<file path="src/acr_pkg.sv">
`default_nettype none
// ==========================================================================
// Shared constants and types for the receive clock and data recovery.
// ==========================================================================
package acr_pkg;

	// ======================================================================
	// Sample counting.
	// ======================================================================
	localparam int CNT_W = 5;
	localparam logic [4:0] SPB_NORMAL = 5'h10;
	localparam logic [4:0] SPB_DOUBLE = 5'h08;
	localparam logic [4:0] SAMPLE_FIRST = 5'h01;
	localparam logic [4:0] VOTE_FIRST_NORMAL = 5'h08;
	localparam logic [4:0] VOTE_LAST_NORMAL = 5'h0A;
	localparam logic [4:0] VOTE_FIRST_DOUBLE = 5'h04;
	localparam logic [4:0] VOTE_LAST_DOUBLE = 5'h06;

	// ======================================================================
	// Character format and received word layout.
	// ======================================================================
	localparam int DATA_W = 9;
	localparam int IDX_W = 4;
	localparam logic [3:0] CHAR_MIN = 4'h5;
	localparam logic [3:0] CHAR_MAX = 4'h9;
	localparam int WORD_W = 11;
	localparam int WORD_PARITY = 9;
	localparam int WORD_FERR = 10;
	localparam int BUF_DEPTH = 2;

	// ======================================================================
	// Recovery states.
	// ======================================================================
	typedef enum logic [1:0] {
		ACR_IDLE,
		ACR_START,
		ACR_DATA,
		ACR_STOP
	} acr_st_type;

	// Samples per bit for the selected speed.
	function automatic logic [4:0] samples_per_bit(input logic ds);
		return ds ? SPB_DOUBLE : SPB_NORMAL;
	endfunction : samples_per_bit

	// True for the three centre samples of a bit.
	function automatic logic in_vote(input logic [4:0] cnt, input logic ds);
		if (ds) begin
			return (cnt >= VOTE_FIRST_DOUBLE) && (cnt <= VOTE_LAST_DOUBLE);
		end
		return (cnt >= VOTE_FIRST_NORMAL) && (cnt <= VOTE_LAST_NORMAL);
	endfunction : in_vote

	// True for the last centre sample, where the vote is taken.
	function automatic logic vote_last(input logic [4:0] cnt, input logic ds);
		return cnt == (ds ? VOTE_LAST_DOUBLE : VOTE_LAST_NORMAL);
	endfunction : vote_last

	// Two or three high samples give a high result.
	function automatic logic maj3(input logic [2:0] v);
		return (v[0] & v[1]) | (v[0] & v[2]) | (v[1] & v[2]);
	endfunction : maj3

endpackage : acr_pkg
`default_nettype wire

</file>
<file path="src/acr_sync.sv">
`default_nettype none
// ==========================================================================
// Three-stage input synchroniser with agreement filter.
// ==========================================================================
module acr_sync (
	// Clock and reset.
	input wire logic clk_sys,
	input wire logic rst_n,
	// Asynchronous pin and its filtered level.
	input wire logic pin_in,
	output logic level_out
);

	typedef struct packed {
		logic ff1;
		logic ff2;
		logic ff3;
		logic level;
	} acr_sync_state_type;

	acr_sync_state_type s_r;
	acr_sync_state_type s_nxt;

	// The first stage feeds only the second; a change counts once stages two and three agree.
	always_comb begin
		s_nxt = s_r;
		s_nxt.ff1 = pin_in;
		s_nxt.ff2 = s_r.ff1;
		s_nxt.ff3 = s_r.ff2;
		if (s_r.ff2 == s_r.ff3) begin
			s_nxt.level = s_r.ff3;
		end
	end

	// Reset to the idle high level so no false falling edge appears.
	always_ff @(posedge clk_sys or negedge rst_n) begin
		if (!rst_n) begin
			s_r <= '{ff1: 1'b1, ff2: 1'b1, ff3: 1'b1, level: 1'b1};
		end else begin
			s_r <= s_nxt;
		end
	end

	assign level_out = s_r.level;

endmodule : acr_sync
`default_nettype wire

</file>
<file path="src/acr_buf2.sv">
`default_nettype none
// ==========================================================================
// Two-entry buffer with registered outputs and honest back-pressure.
// ==========================================================================
module acr_buf2 #(
	parameter int WIDTH = acr_pkg::WORD_W
) (
	// Clock and reset.
	input wire logic clk_sys,
	input wire logic rst_n,
	// Filling side.
	input wire logic in_valid,
	output logic in_ready,
	input wire logic [WIDTH-1:0] in_data,
	// Draining side.
	output logic out_valid,
	input wire logic out_ready,
	output logic [WIDTH-1:0] out_data
);

	typedef struct packed {
		logic [WIDTH-1:0] head;
		logic head_v;
		logic [WIDTH-1:0] spare;
		logic spare_v;
	} acr_buf_state_type;

	acr_buf_state_type s_r;
	acr_buf_state_type s_nxt;
	logic in_fire;
	logic out_fire;

	assign in_fire = in_valid & ~s_r.spare_v;
	assign out_fire = s_r.head_v & out_ready;

	// Head drains first, spare refills it, then a new word lands in the free slot.
	always_comb begin
		s_nxt = s_r;
		if (out_fire) begin
			s_nxt.head_v = 1'b0;
		end
		if (!s_nxt.head_v && s_r.spare_v) begin
			s_nxt.head = s_r.spare;
			s_nxt.head_v = 1'b1;
			s_nxt.spare_v = 1'b0;
		end
		if (in_fire) begin
			if (!s_nxt.head_v) begin
				s_nxt.head = in_data;
				s_nxt.head_v = 1'b1;
			end else begin
				s_nxt.spare = in_data;
				s_nxt.spare_v = 1'b1;
			end
		end
	end

	// Register the whole buffer state.
	always_ff @(posedge clk_sys or negedge rst_n) begin
		if (!rst_n) begin
			s_r <= '0;
		end else begin
			s_r <= s_nxt;
		end
	end

	// Ready drops only when both slots hold words, so the spare is never overwritten.
	assign in_ready = ~s_r.spare_v;
	assign out_valid = s_r.head_v;
	assign out_data = s_r.head;

endmodule : acr_buf2
`default_nettype wire

</file>
<file path="src/acr_rx_recovery.sv">
// Operation
// - A high-to-low change on the receive line starts start-bit detection.
// - The first low sample after the fall counts as sample one.
// - Normal speed judges the start bit from samples eight, nine and ten.
// - Double speed judges the start bit from samples four, five and six.
// - Two or more high check samples reject the start as noise; resume watching.
// - A valid start aligns the bit phase; alignment repeats at every frame.
// - Normal speed steps sixteen sample states per bit, numbered by state.
// - Double speed steps eight sample states per bit.
// - Data and parity bits use the three centre samples, never one sample.
// - Two or three high centre samples give one, otherwise zero.
// - Recovery runs through the first stop bit; further stop bits are ignored.
// - The first stop bit uses the same three-sample majority vote.
// - A low resolved stop bit sets the frame error flag for that frame.
// - Next start edge is watched right after the last stop vote sample.
`default_nettype none
// ==========================================================================
// Receive clock and data recovery: start detection, bit voting, stop check.
// ==========================================================================
module acr_rx_recovery (
	// Clock and reset.
	input wire logic clk_sys,
	input wire logic rst_n,
	// Sample rate enable, one pulse per sample from the baud divider.
	input wire logic sample_tick,
	// Serial receive pin, asynchronous to clk_sys.
	input wire logic rxd,
	// Frame format and speed.
	input wire logic double_speed_select,
	input wire logic [3:0] char_len,
	input wire logic parity_en,
	// Received word stream.
	output logic rx_valid,
	input wire logic rx_ready,
	output logic [acr_pkg::DATA_W-1:0] rx_data,
	output logic rx_parity,
	output logic rx_frame_err,
	// Status.
	output logic frame_error_flag,
	output logic start_reject,
	output logic overrun,
	output logic busy
);

	// ======================================================================
	// State.
	// ======================================================================
	typedef struct packed {
		acr_pkg::acr_st_type st;
		logic [acr_pkg::CNT_W-1:0] cnt;
		logic rx_last;
		logic [1:0] votes;
		logic [acr_pkg::IDX_W-1:0] bit_idx;
		logic [acr_pkg::DATA_W-1:0] data;
		logic parity;
		logic fe;
		logic rej;
		logic pend;
		logic [acr_pkg::WORD_W-1:0] pend_word;
		logic ovr;
		logic busy;
	} acr_main_state_type;

	acr_main_state_type s_r;
	acr_main_state_type s_nxt;

	logic rx_s;
	logic push_ready;
	logic [3:0] char_eff;
	logic [acr_pkg::IDX_W-1:0] last_idx;
	logic [4:0] spb;
	logic [2:0] vote_set;
	logic vote_bit;
	logic at_vote;
	logic at_end;

	// ======================================================================
	// Input synchroniser.
	// ======================================================================
	// The pin runs through three synchroniser flops and the filter flop before any edge logic sees it.
	acr_sync u_sync (
		.clk_sys(clk_sys),
		.rst_n(rst_n),
		.pin_in(rxd),
		.level_out(rx_s)
	);

	// ======================================================================
	// Decoding of format and position.
	// ======================================================================
	// Out-of-range lengths clamp to the nearest legal size rather than hang the frame.
	always_comb begin
		if (char_len < acr_pkg::CHAR_MIN) begin
			char_eff = acr_pkg::CHAR_MIN;
		end else if (char_len > acr_pkg::CHAR_MAX) begin
			char_eff = acr_pkg::CHAR_MAX;
		end else begin
			char_eff = char_len;
		end
	end

	// Index of the last data or parity bit before the stop bit.
	assign last_idx = char_eff + {3'h0, parity_en} - 4'h1;

	// Speed select sets the bit length and the vote window together.
	assign spb = acr_pkg::samples_per_bit(double_speed_select);
	assign at_vote = acr_pkg::vote_last(s_r.cnt, double_speed_select);
	assign at_end = s_r.cnt == spb;

	// The current sample joins the two earlier centre samples for the vote.
	assign vote_set = {s_r.votes, rx_s};
	assign vote_bit = acr_pkg::maj3(vote_set);

	// ======================================================================
	// Recovery state machine.
	// ======================================================================
	// Everything but the buffer hand-over advances on the sample tick only; status pulses last one clock.
	always_comb begin
		s_nxt = s_r;
		s_nxt.rej = 1'b0;
		s_nxt.ovr = 1'b0;
		// A word handed to the buffer frees the pending slot.
		if (s_r.pend && push_ready) begin
			s_nxt.pend = 1'b0;
		end
		if (sample_tick) begin
			s_nxt.rx_last = rx_s;
			if (acr_pkg::in_vote(s_r.cnt, double_speed_select) && s_r.st != acr_pkg::ACR_IDLE) begin
				s_nxt.votes = {s_r.votes[0], rx_s};
			end
			case (s_r.st)
				acr_pkg::ACR_IDLE: begin
					// Only a high-to-low change starts a frame, a held low does not.
					if (s_r.rx_last && !rx_s) begin
						s_nxt.st = acr_pkg::ACR_START;
						// The falling sample was sample one, so the counter already names the next tick's sample.
						s_nxt.cnt = acr_pkg::SAMPLE_FIRST + 5'h01;
						s_nxt.votes = 2'h0;
						s_nxt.busy = 1'b1;
					end
				end
				acr_pkg::ACR_START: begin
					s_nxt.cnt = s_r.cnt + 5'h01;
					if (at_vote && vote_bit) begin
						// Majority high means a spike, not a start bit.
						s_nxt.st = acr_pkg::ACR_IDLE;
						s_nxt.rej = 1'b1;
						s_nxt.busy = 1'b0;
					end else if (at_end) begin
						// The phase counted from the start edge now times every bit of the frame.
						s_nxt.st = acr_pkg::ACR_DATA;
						s_nxt.cnt = acr_pkg::SAMPLE_FIRST;
						s_nxt.bit_idx = 4'h0;
						s_nxt.data = '0;
						s_nxt.parity = 1'b0;
					end
				end
				acr_pkg::ACR_DATA: begin
					s_nxt.cnt = s_r.cnt + 5'h01;
					if (at_vote) begin
						if (s_r.bit_idx < char_eff) begin
							s_nxt.data[s_r.bit_idx] = vote_bit;
						end else begin
							s_nxt.parity = vote_bit;
						end
					end
					if (at_end) begin
						// Wrap after the last state of the bit, sixteen or eight.
						s_nxt.cnt = acr_pkg::SAMPLE_FIRST;
						s_nxt.bit_idx = s_r.bit_idx + 4'h1;
						if (s_r.bit_idx == last_idx) begin
							s_nxt.st = acr_pkg::ACR_STOP;
						end
					end
				end
				acr_pkg::ACR_STOP: begin
					s_nxt.cnt = s_r.cnt + 5'h01;
					if (at_vote) begin
						// The remainder of the stop bit is not waited for, so a start may follow at once.
						s_nxt.st = acr_pkg::ACR_IDLE;
						s_nxt.busy = 1'b0;
						s_nxt.fe = ~vote_bit;
						// A word still waiting for the buffer is kept; the new one is dropped.
						if (s_nxt.pend) begin
							s_nxt.ovr = 1'b1;
						end else begin
							s_nxt.pend = 1'b1;
							s_nxt.pend_word = {~vote_bit, s_r.parity, s_r.data};
						end
					end
				end
				default: begin
					s_nxt.st = acr_pkg::ACR_IDLE;
					s_nxt.busy = 1'b0;
				end
			endcase
		end
	end

	// Register the whole recovery state; the line is assumed idle high at reset.
	always_ff @(posedge clk_sys or negedge rst_n) begin
		if (!rst_n) begin
			s_r <= '{st: acr_pkg::ACR_IDLE, cnt: 5'h00, rx_last: 1'b1, votes: 2'h0, bit_idx: 4'h0,
				data: 9'h000, parity: 1'b0, fe: 1'b0, rej: 1'b0, pend: 1'b0, pend_word: 11'h000,
				ovr: 1'b0, busy: 1'b0};
		end else begin
			s_r <= s_nxt;
		end
	end

	// ======================================================================
	// Output buffer.
	// ======================================================================
	// Two slots and the pending word absorb a receiver stall of almost three frames without loss.
	logic [acr_pkg::WORD_W-1:0] out_word;

	acr_buf2 #(
		.WIDTH(acr_pkg::WORD_W)
	) u_buf (
		.clk_sys(clk_sys),
		.rst_n(rst_n),
		.in_valid(s_r.pend),
		.in_ready(push_ready),
		.in_data(s_r.pend_word),
		.out_valid(rx_valid),
		.out_ready(rx_ready),
		.out_data(out_word)
	);

	// Word fields and status all come from flops.
	assign rx_data = out_word[acr_pkg::DATA_W-1:0];
	assign rx_parity = out_word[acr_pkg::WORD_PARITY];
	assign rx_frame_err = out_word[acr_pkg::WORD_FERR];
	assign frame_error_flag = s_r.fe;
	assign start_reject = s_r.rej;
	assign overrun = s_r.ovr;
	assign busy = s_r.busy;

	// ======================================================================
	// Checks.
	// ======================================================================
	// A falling sample in idle is sample one, so the start check goes on at sample two.
	a_start_entry: assert property (
		@(posedge clk_sys) disable iff (!rst_n)
		(sample_tick && s_r.st == acr_pkg::ACR_IDLE && s_r.rx_last && !rx_s)
		|=> (s_r.st == acr_pkg::ACR_START && s_r.cnt == 5'h02)
	) else $error("start check did not count the falling sample as sample one");

	// A held low in idle never opens a frame.
	a_no_level_start: assert property (
		@(posedge clk_sys) disable iff (!rst_n)
		(sample_tick && s_r.st == acr_pkg::ACR_IDLE && !s_r.rx_last)
		|=> (s_r.st == acr_pkg::ACR_IDLE)
	) else $error("frame opened without a falling edge");

	// Normal speed start vote is taken at sample ten with a high majority rejecting.
	a_start_normal: assert property (
		@(posedge clk_sys) disable iff (!rst_n)
		(sample_tick && !double_speed_select && s_r.st == acr_pkg::ACR_START && s_r.cnt == 5'h0A
			&& vote_bit)
		|=> (s_r.st == acr_pkg::ACR_IDLE && start_reject)
	) else $error("normal speed start spike not rejected at sample ten");

	// Double speed start vote is taken at sample six.
	a_start_double: assert property (
		@(posedge clk_sys) disable iff (!rst_n)
		(sample_tick && double_speed_select && s_r.st == acr_pkg::ACR_START && s_r.cnt == 5'h06
			&& vote_bit)
		|=> (s_r.st == acr_pkg::ACR_IDLE && start_reject)
	) else $error("double speed start spike not rejected at sample six");

	// A rejected start returns to idle in the same clock that it reports the spike.
	a_reject_idle: assert property (
		@(posedge clk_sys) disable iff (!rst_n)
		$rose(start_reject) |-> ($past(s_r.st) == acr_pkg::ACR_START && s_r.st == acr_pkg::ACR_IDLE)
	) else $error("start rejection not taken from the start check");

	// Valid start hands over to data at sample one of the first bit.
	a_start_align: assert property (
		@(posedge clk_sys) disable iff (!rst_n)
		(sample_tick && s_r.st == acr_pkg::ACR_START && s_r.cnt == spb && !(at_vote && vote_bit))
		|=> (s_r.st == acr_pkg::ACR_DATA && s_r.cnt == 5'h01 && s_r.bit_idx == 4'h0)
	) else $error("data phase not aligned to the start bit");

	// Sample counter never runs past the bit length in normal speed.
	a_cnt_normal: assert property (
		@(posedge clk_sys) disable iff (!rst_n)
		(!double_speed_select && s_r.st == acr_pkg::ACR_DATA) |-> (s_r.cnt >= 5'h01 && s_r.cnt <= 5'h10)
	) else $error("normal speed sample state out of range");

	// Double speed bits wrap after state eight.
	a_cnt_double: assert property (
		@(posedge clk_sys) disable iff (!rst_n)
		(sample_tick && double_speed_select && s_r.st == acr_pkg::ACR_DATA && s_r.cnt == 5'h08)
		|=> (s_r.cnt == 5'h01)
	) else $error("double speed bit did not wrap after eight states");

	// A stored data bit equals the majority of its three centre samples.
	a_data_vote: assert property (
		@(posedge clk_sys) disable iff (!rst_n)
		(sample_tick && s_r.st == acr_pkg::ACR_DATA && at_vote && s_r.bit_idx < char_eff)
		|=> (s_r.data[$past(s_r.bit_idx)] == $past(vote_bit))
	) else $error("data bit differs from its majority vote");

	// Stop vote sets the error flag from a low majority and frees the line watcher at once.
	a_stop_check: assert property (
		@(posedge clk_sys) disable iff (!rst_n)
		(sample_tick && s_r.st == acr_pkg::ACR_STOP && at_vote)
		|=> (frame_error_flag == !$past(vote_bit) && s_r.st == acr_pkg::ACR_IDLE && !busy)
	) else $error("stop bit vote, flag or return to idle wrong");

	// The first centre sample of every bit enters the vote register at the position the speed selects.
	a_vote_window: assert property (
		@(posedge clk_sys) disable iff (!rst_n)
		(sample_tick && s_r.st != acr_pkg::ACR_IDLE
			&& s_r.cnt == (double_speed_select ? acr_pkg::VOTE_FIRST_DOUBLE : acr_pkg::VOTE_FIRST_NORMAL))
		|=> (s_r.votes[0] == $past(rx_s))
	) else $error("first centre sample not taken into the vote");

	// State and sample counter never move between sample ticks.
	a_tick_only: assert property (
		@(posedge clk_sys) disable iff (!rst_n)
		!sample_tick |=> ($stable(s_r.st) && $stable(s_r.cnt))
	) else $error("recovery advanced without a sample tick");

endmodule : acr_rx_recovery
`default_nettype wire

</file>
<file path="config.mk">
export PLATFORM = sky130hd
export DESIGN_NAME = acr_rx_recovery
export DESIGN_NICKNAME = d
export VERILOG_FILES = /design/src/acr_pkg.sv /design/src/acr_sync.sv /design/src/acr_buf2.sv /design/src/acr_rx_recovery.sv
export SDC_FILE = /design/constraint.sdc
export NUM_CORES = 1
export LEC_CHECK = 0
export BUFFER_PORTS_ARGS = -buffer_cell sky130_fd_sc_hd__buf_2
export CAP_MARGIN = 20
export CORE_MARGIN = 2
export CORE_UTILIZATION = 40
export CTS_CLUSTER_SIZE = 24
export DETAILED_ROUTE_END_ITERATION = 10
export PLACE_DENSITY = 0.67
export SYNTH_ARGS = -nofsm -noshare
export SYNTH_HDL_FRONTEND = slang
export SYNTH_SLANG_ARGS = --single-unit
export TNS_END_PERCENT = 100
</file>
<file path="constraint.sdc">
create_clock -name clk_sys -period 2.83 [get_ports clk_sys]
set_input_delay 0 -clock clk_sys [delete_from_list [all_inputs] [get_ports clk_sys]]
set_output_delay 0 -clock clk_sys [all_outputs]
set_load 0.005 [all_outputs]
</file>
==> reports/summary.log <==
INFO  timing         setup_viol_count_final=0
INFO  routing        detail_route.vias_per_cell=5.29
INFO  logic_synthesis ys.warnings.count=0
INFO  die            initial_core_util=40.8%
INFO  logic_synthesis post_synth_num_cell_types=55
INFO  finish         final_common_cell=dfrtp_1
INFO  worst_setup_path worst_path_arrival=2600ps
INFO  run_status     status=completed
INFO  place          setup_slack_at_placement=459ps
INFO  worst_hold_path hp-class=input port to flip-flop
INFO  die            core_area=8590um2
INFO  logic_synthesis ys_ff_latch=68
INFO  worst_setup_path critical_path_class=flip-flop to flip-flop
INFO  global_route   use_met3=3.31%
INFO  timing         final_period_minus_worst_setup_slack=2380ps
INFO  pwr            power=3.01mW
INFO  clocking       clkSlewWorstSetupHoldPaths=80ps
INFO  timing         final.setup.worst_slack=446ps
INFO  logic_synthesis synth_top_cell_by_area=dfrtp_1
INFO  pwr            power.share.clock=32.8%
INFO  finish         commonest_cells_after_routing_fill_and_taps_aside=63 x dfrtp_1, 27 x a21oi_1, 26 x buf_2
INFO  logic_synthesis syn_nets=342
INFO  logic_synthesis synth_area_per_cell=11.1um2
INFO  die            die_w=97.6um
INFO  finish         filler_cell_count=809
INFO  timing         tightest_slew=766ps
INFO  die            die_y=97.6um
INFO  global_route   grt_start_max_net_pins=46
INFO  finish         num_antenna_cells=0
INFO  clocking       post_cts_buffers=0
INFO  logic_synthesis postSynthCellCount=316
INFO  global_route   vias_in_the_first_global_route=2280
INFO  global_route   grt_use_met2=21.8%
INFO  pwr            share_seq_of_total_power=42.8%
INFO  worst_setup_path cp_num_buf_inv=0
INFO  worst_setup_path worst-path-max-fanout=8
INFO  logic_synthesis synth.top_cell.area_share=45.0%
INFO  timing         totalNegativeSetupSlack=0ps
INFO  global_route   groute.usage.overall=14.4%
INFO  worst_setup_path worst_path_max_delay_cell=dfrtp_1
INFO  timing         finalHoldViolCount=0
INFO  die            std_cell_rows=34
INFO  logic_synthesis synth_async_sr_flop_share=100%
INFO  clocking       tritoncts.num_buffers=9
INFO  pwr            p_int=2.06mW
INFO  job            max-cap-violations=0
INFO  worst_setup_path critical-path-max-stage-delay=470ps
INFO  worst_setup_path critical_path.cell_chain=ha_1 -> maj3_1 -> a21oi_1 -> a21o_2 -> o211ai_4 -> a221o_1
INFO  pwr            irDropWorstVdd=0.000283V
INFO  global_route   gr-total-overflow=0
INFO  worst_setup_path startpoint_type=flip-flop
INFO  logic_synthesis synth_area_leaders=dfrtp_1 45%, mux2_2 7.1%, ha_1 5.4%, a21oi_1 3.9%, dfstp_2 3.8%
INFO  die            die-area=9520um2
INFO  global_route   grt.busiest_layer=met2
INFO  global_route   grt_antenna_before_repair=0
INFO  worst_setup_path worstPathRequired=3050ps
INFO  routing        drt_first_iter_violations=163
INFO  clocking       cts_tree=built
INFO  timing         fmax=419MHz
INFO  global_route   wire_length_of_the_first_global_routing_pass=11100um
INFO  routing        antenna_violating_nets_post_route=0
INFO  timing         timing.clock.skew=8.14ps
INFO  global_route   gr-usage-met1=19.5%
INFO  finish         layout-drive-gt1-share=25.1%
INFO  worst_setup_path critical_path.endpoint_type=flip-flop
INFO  pwr            power_switching_share=31.5%
INFO  timing         finalHoldWorstSlack=66.2ps
INFO  clocking       clock_sinks=68
INFO  clocking       cts_max_level=3
INFO  pwr            netSwitchingPower=945uW
INFO  routing        routed-via-count=2401
INFO  timing         maxSlewHeadroom=48.8%
INFO  routing        wl_per_cell=14.1um
INFO  logic_synthesis synth.yosys.seq_area_share=48.8%
INFO  pwr            total_leakage_power=1.95nW
INFO  logic_synthesis synth-edff-count=0
INFO  worst_setup_path critical_path.top_delay_family=compound AO/OA/AOI/OAI gates
INFO  finish         area.growth.synth_to_final=12.9%
INFO  timing         period_utilization_post_route=84.2%
INFO  place          dp_hpwl=4500um
INFO  logic_synthesis synth.cell_area=3500um2
INFO  routing        finalWirelength=6420um
INFO  routing        drc=0
INFO  clocking       cts.path.max_buffers=2
INFO  clocking       insertion_delay=340ps
INFO  timing         unrepaired_setup_endpoints_after_global_routing=no
INFO  place          io_buffers=26
INFO  timing         finalMaxSlewViolations=0
INFO  place          routabilityCongestion=0.833
INFO  routing        drt-pass1-iter-count=4
INFO  die            top_level_ports=27
INFO  finish         finalNetCount=367
INFO  clocking       clock-root-buffer=clkbuf_8
INFO  pwr            power.density=760nW/um2
INFO  logic_synthesis predominant_post_synthesis_flop_cell=dfrtp_1
INFO  pwr            power.share.combinational=24.4%
## Yosys cell counts (all sizes together), types with 2 or more instances
cell type,n
dfrtp,63
a21oi,27
nand2,24
mux2,22
nor2,20
ha,15
inv,14
o21ai,14
buf,12
mux2i,12
a221o,8
nand3,8
clkbuf,6
nand3b,6
dfstp,5
nand2b,4
xor2,4
a211oi,3
a31oi,3
a32o,3
and4,3
maj3,3
or3b,3
a2111oi,2
a21o,2
a22o,2
and2,2
and3,2
nand4,2
nor2b,2
nor3,2
o2111ai,2
o211ai,2
or2b,2
xnor2,2
## worst min-delay path: cells and delay by family
kind	cells	cell delay [ps]
AO/OA/AOI/OAI	1	70
buffers and inverters	1	170
AND/OR/NAND/NOR	1	120
## metal layers
| layer | vias up | wire, um |
|---|---|---|
| met5 | - | 0 |
| met1 | 1166 | 3170 |
| met2 | 47 | 2960 |
| li1 | 1183 | - |
| met4 | 0 | 78 |
| met3 | 5 | 213 |
## cells by family (layout without fill, tap and decap cells)
logic type	Yosys count	after routing	synth area share, %
buffers and inverters	32	62	4.75
muxes	34	34	10.5
adders and majority gates	18	18	6.22
xor gates and xnor gates	6	6	1.50
DFF	68	68	48.8
AOI/OAI and AO/OA	75	75	15.9
and+or+nand+nor	83	83	12.4
## power by group through the flow
stage                     clock [mW]  combinational (mW)  sequential [mW]
after floorplan                    0               0.611             1.26
after global placement             0               0.714             1.30
after detailed placement           0               0.731             1.31
after CTS                       1.01               0.737             1.29
after global routing            1.06               0.824             1.32
final                          0.984               0.733             1.29
## state kept, by name (all words and copies together), names as in the netlist
register,cells
busy,1
frame_error_flag,1
overrun,1
s_r,36
start_reject,1
u_buf.out_data,11
u_buf.out_valid,1
u_buf.s_r,12
u_sync.level_out,1
u_sync.s_nxt,2
u_sync.s_r,1
## layout make-up
| cell class | instances | area [um2] | share of cell area [%] |
|---|---|---|---|
| flip-flops and latches | 68 | 1710 | 43.2 |
| clock inverters | 7 | 124 | 3.13 |
| clock buffers | 9 | 124 | 3.13 |
| well taps | 108 | 135 | 3.42 |
| repair buffers | 32 | 183 | 4.62 |
| inverters | 14 | 52.6 | 1.33 |
| multi-input cells | 216 | 1630 | 41.2 |
## worst paths after layout
check                                           from                      endpoint  slack (ps)  cells past startpoint
max                              s_r[27]$_DFFE_PN0P_           s_r[23]$_DFFE_PN0P_         450                      6
min                                      sample_tick           s_r[29]$_DFFE_PN0P_          70                      3
max reg2reg                      s_r[27]$_DFFE_PN0P_           s_r[23]$_DFFE_PN0P_         450                      6
min reg2reg                u_sync.s_nxt[2]$_DFF_PN1_     u_sync.s_nxt[1]$_DFF_PN1_         360                      0
max in group asynchronous                      rst_n           s_r[28]$_DFFE_PN0P_        1710                      3
min in group asynchronous                      rst_n  u_buf.out_data[10]$_DFF_PN0_         160                      2
## repair_timing
item                                    in CTS  in global routing
endpoints found under the setup margin       0                  0
hold endpoints to repair                    25                  0
hold buffers                                 3                  0
gates resized for setup                      0                  0
## per-stage QoR
step / utilization (%) / cells / cell area [um2]
after global routing: 46.0 / 454 / 3950
final: 46.0 / 454 / 3950
after floorplan: - / 316 / 3500
after detailed placement: 42.8 / 435 / 3680
after CTS: 46.0 / 454 / 3950
after global placement: 42.8 / 435 / 3680
No activity file was read; power rests on OpenSTA's default activity.
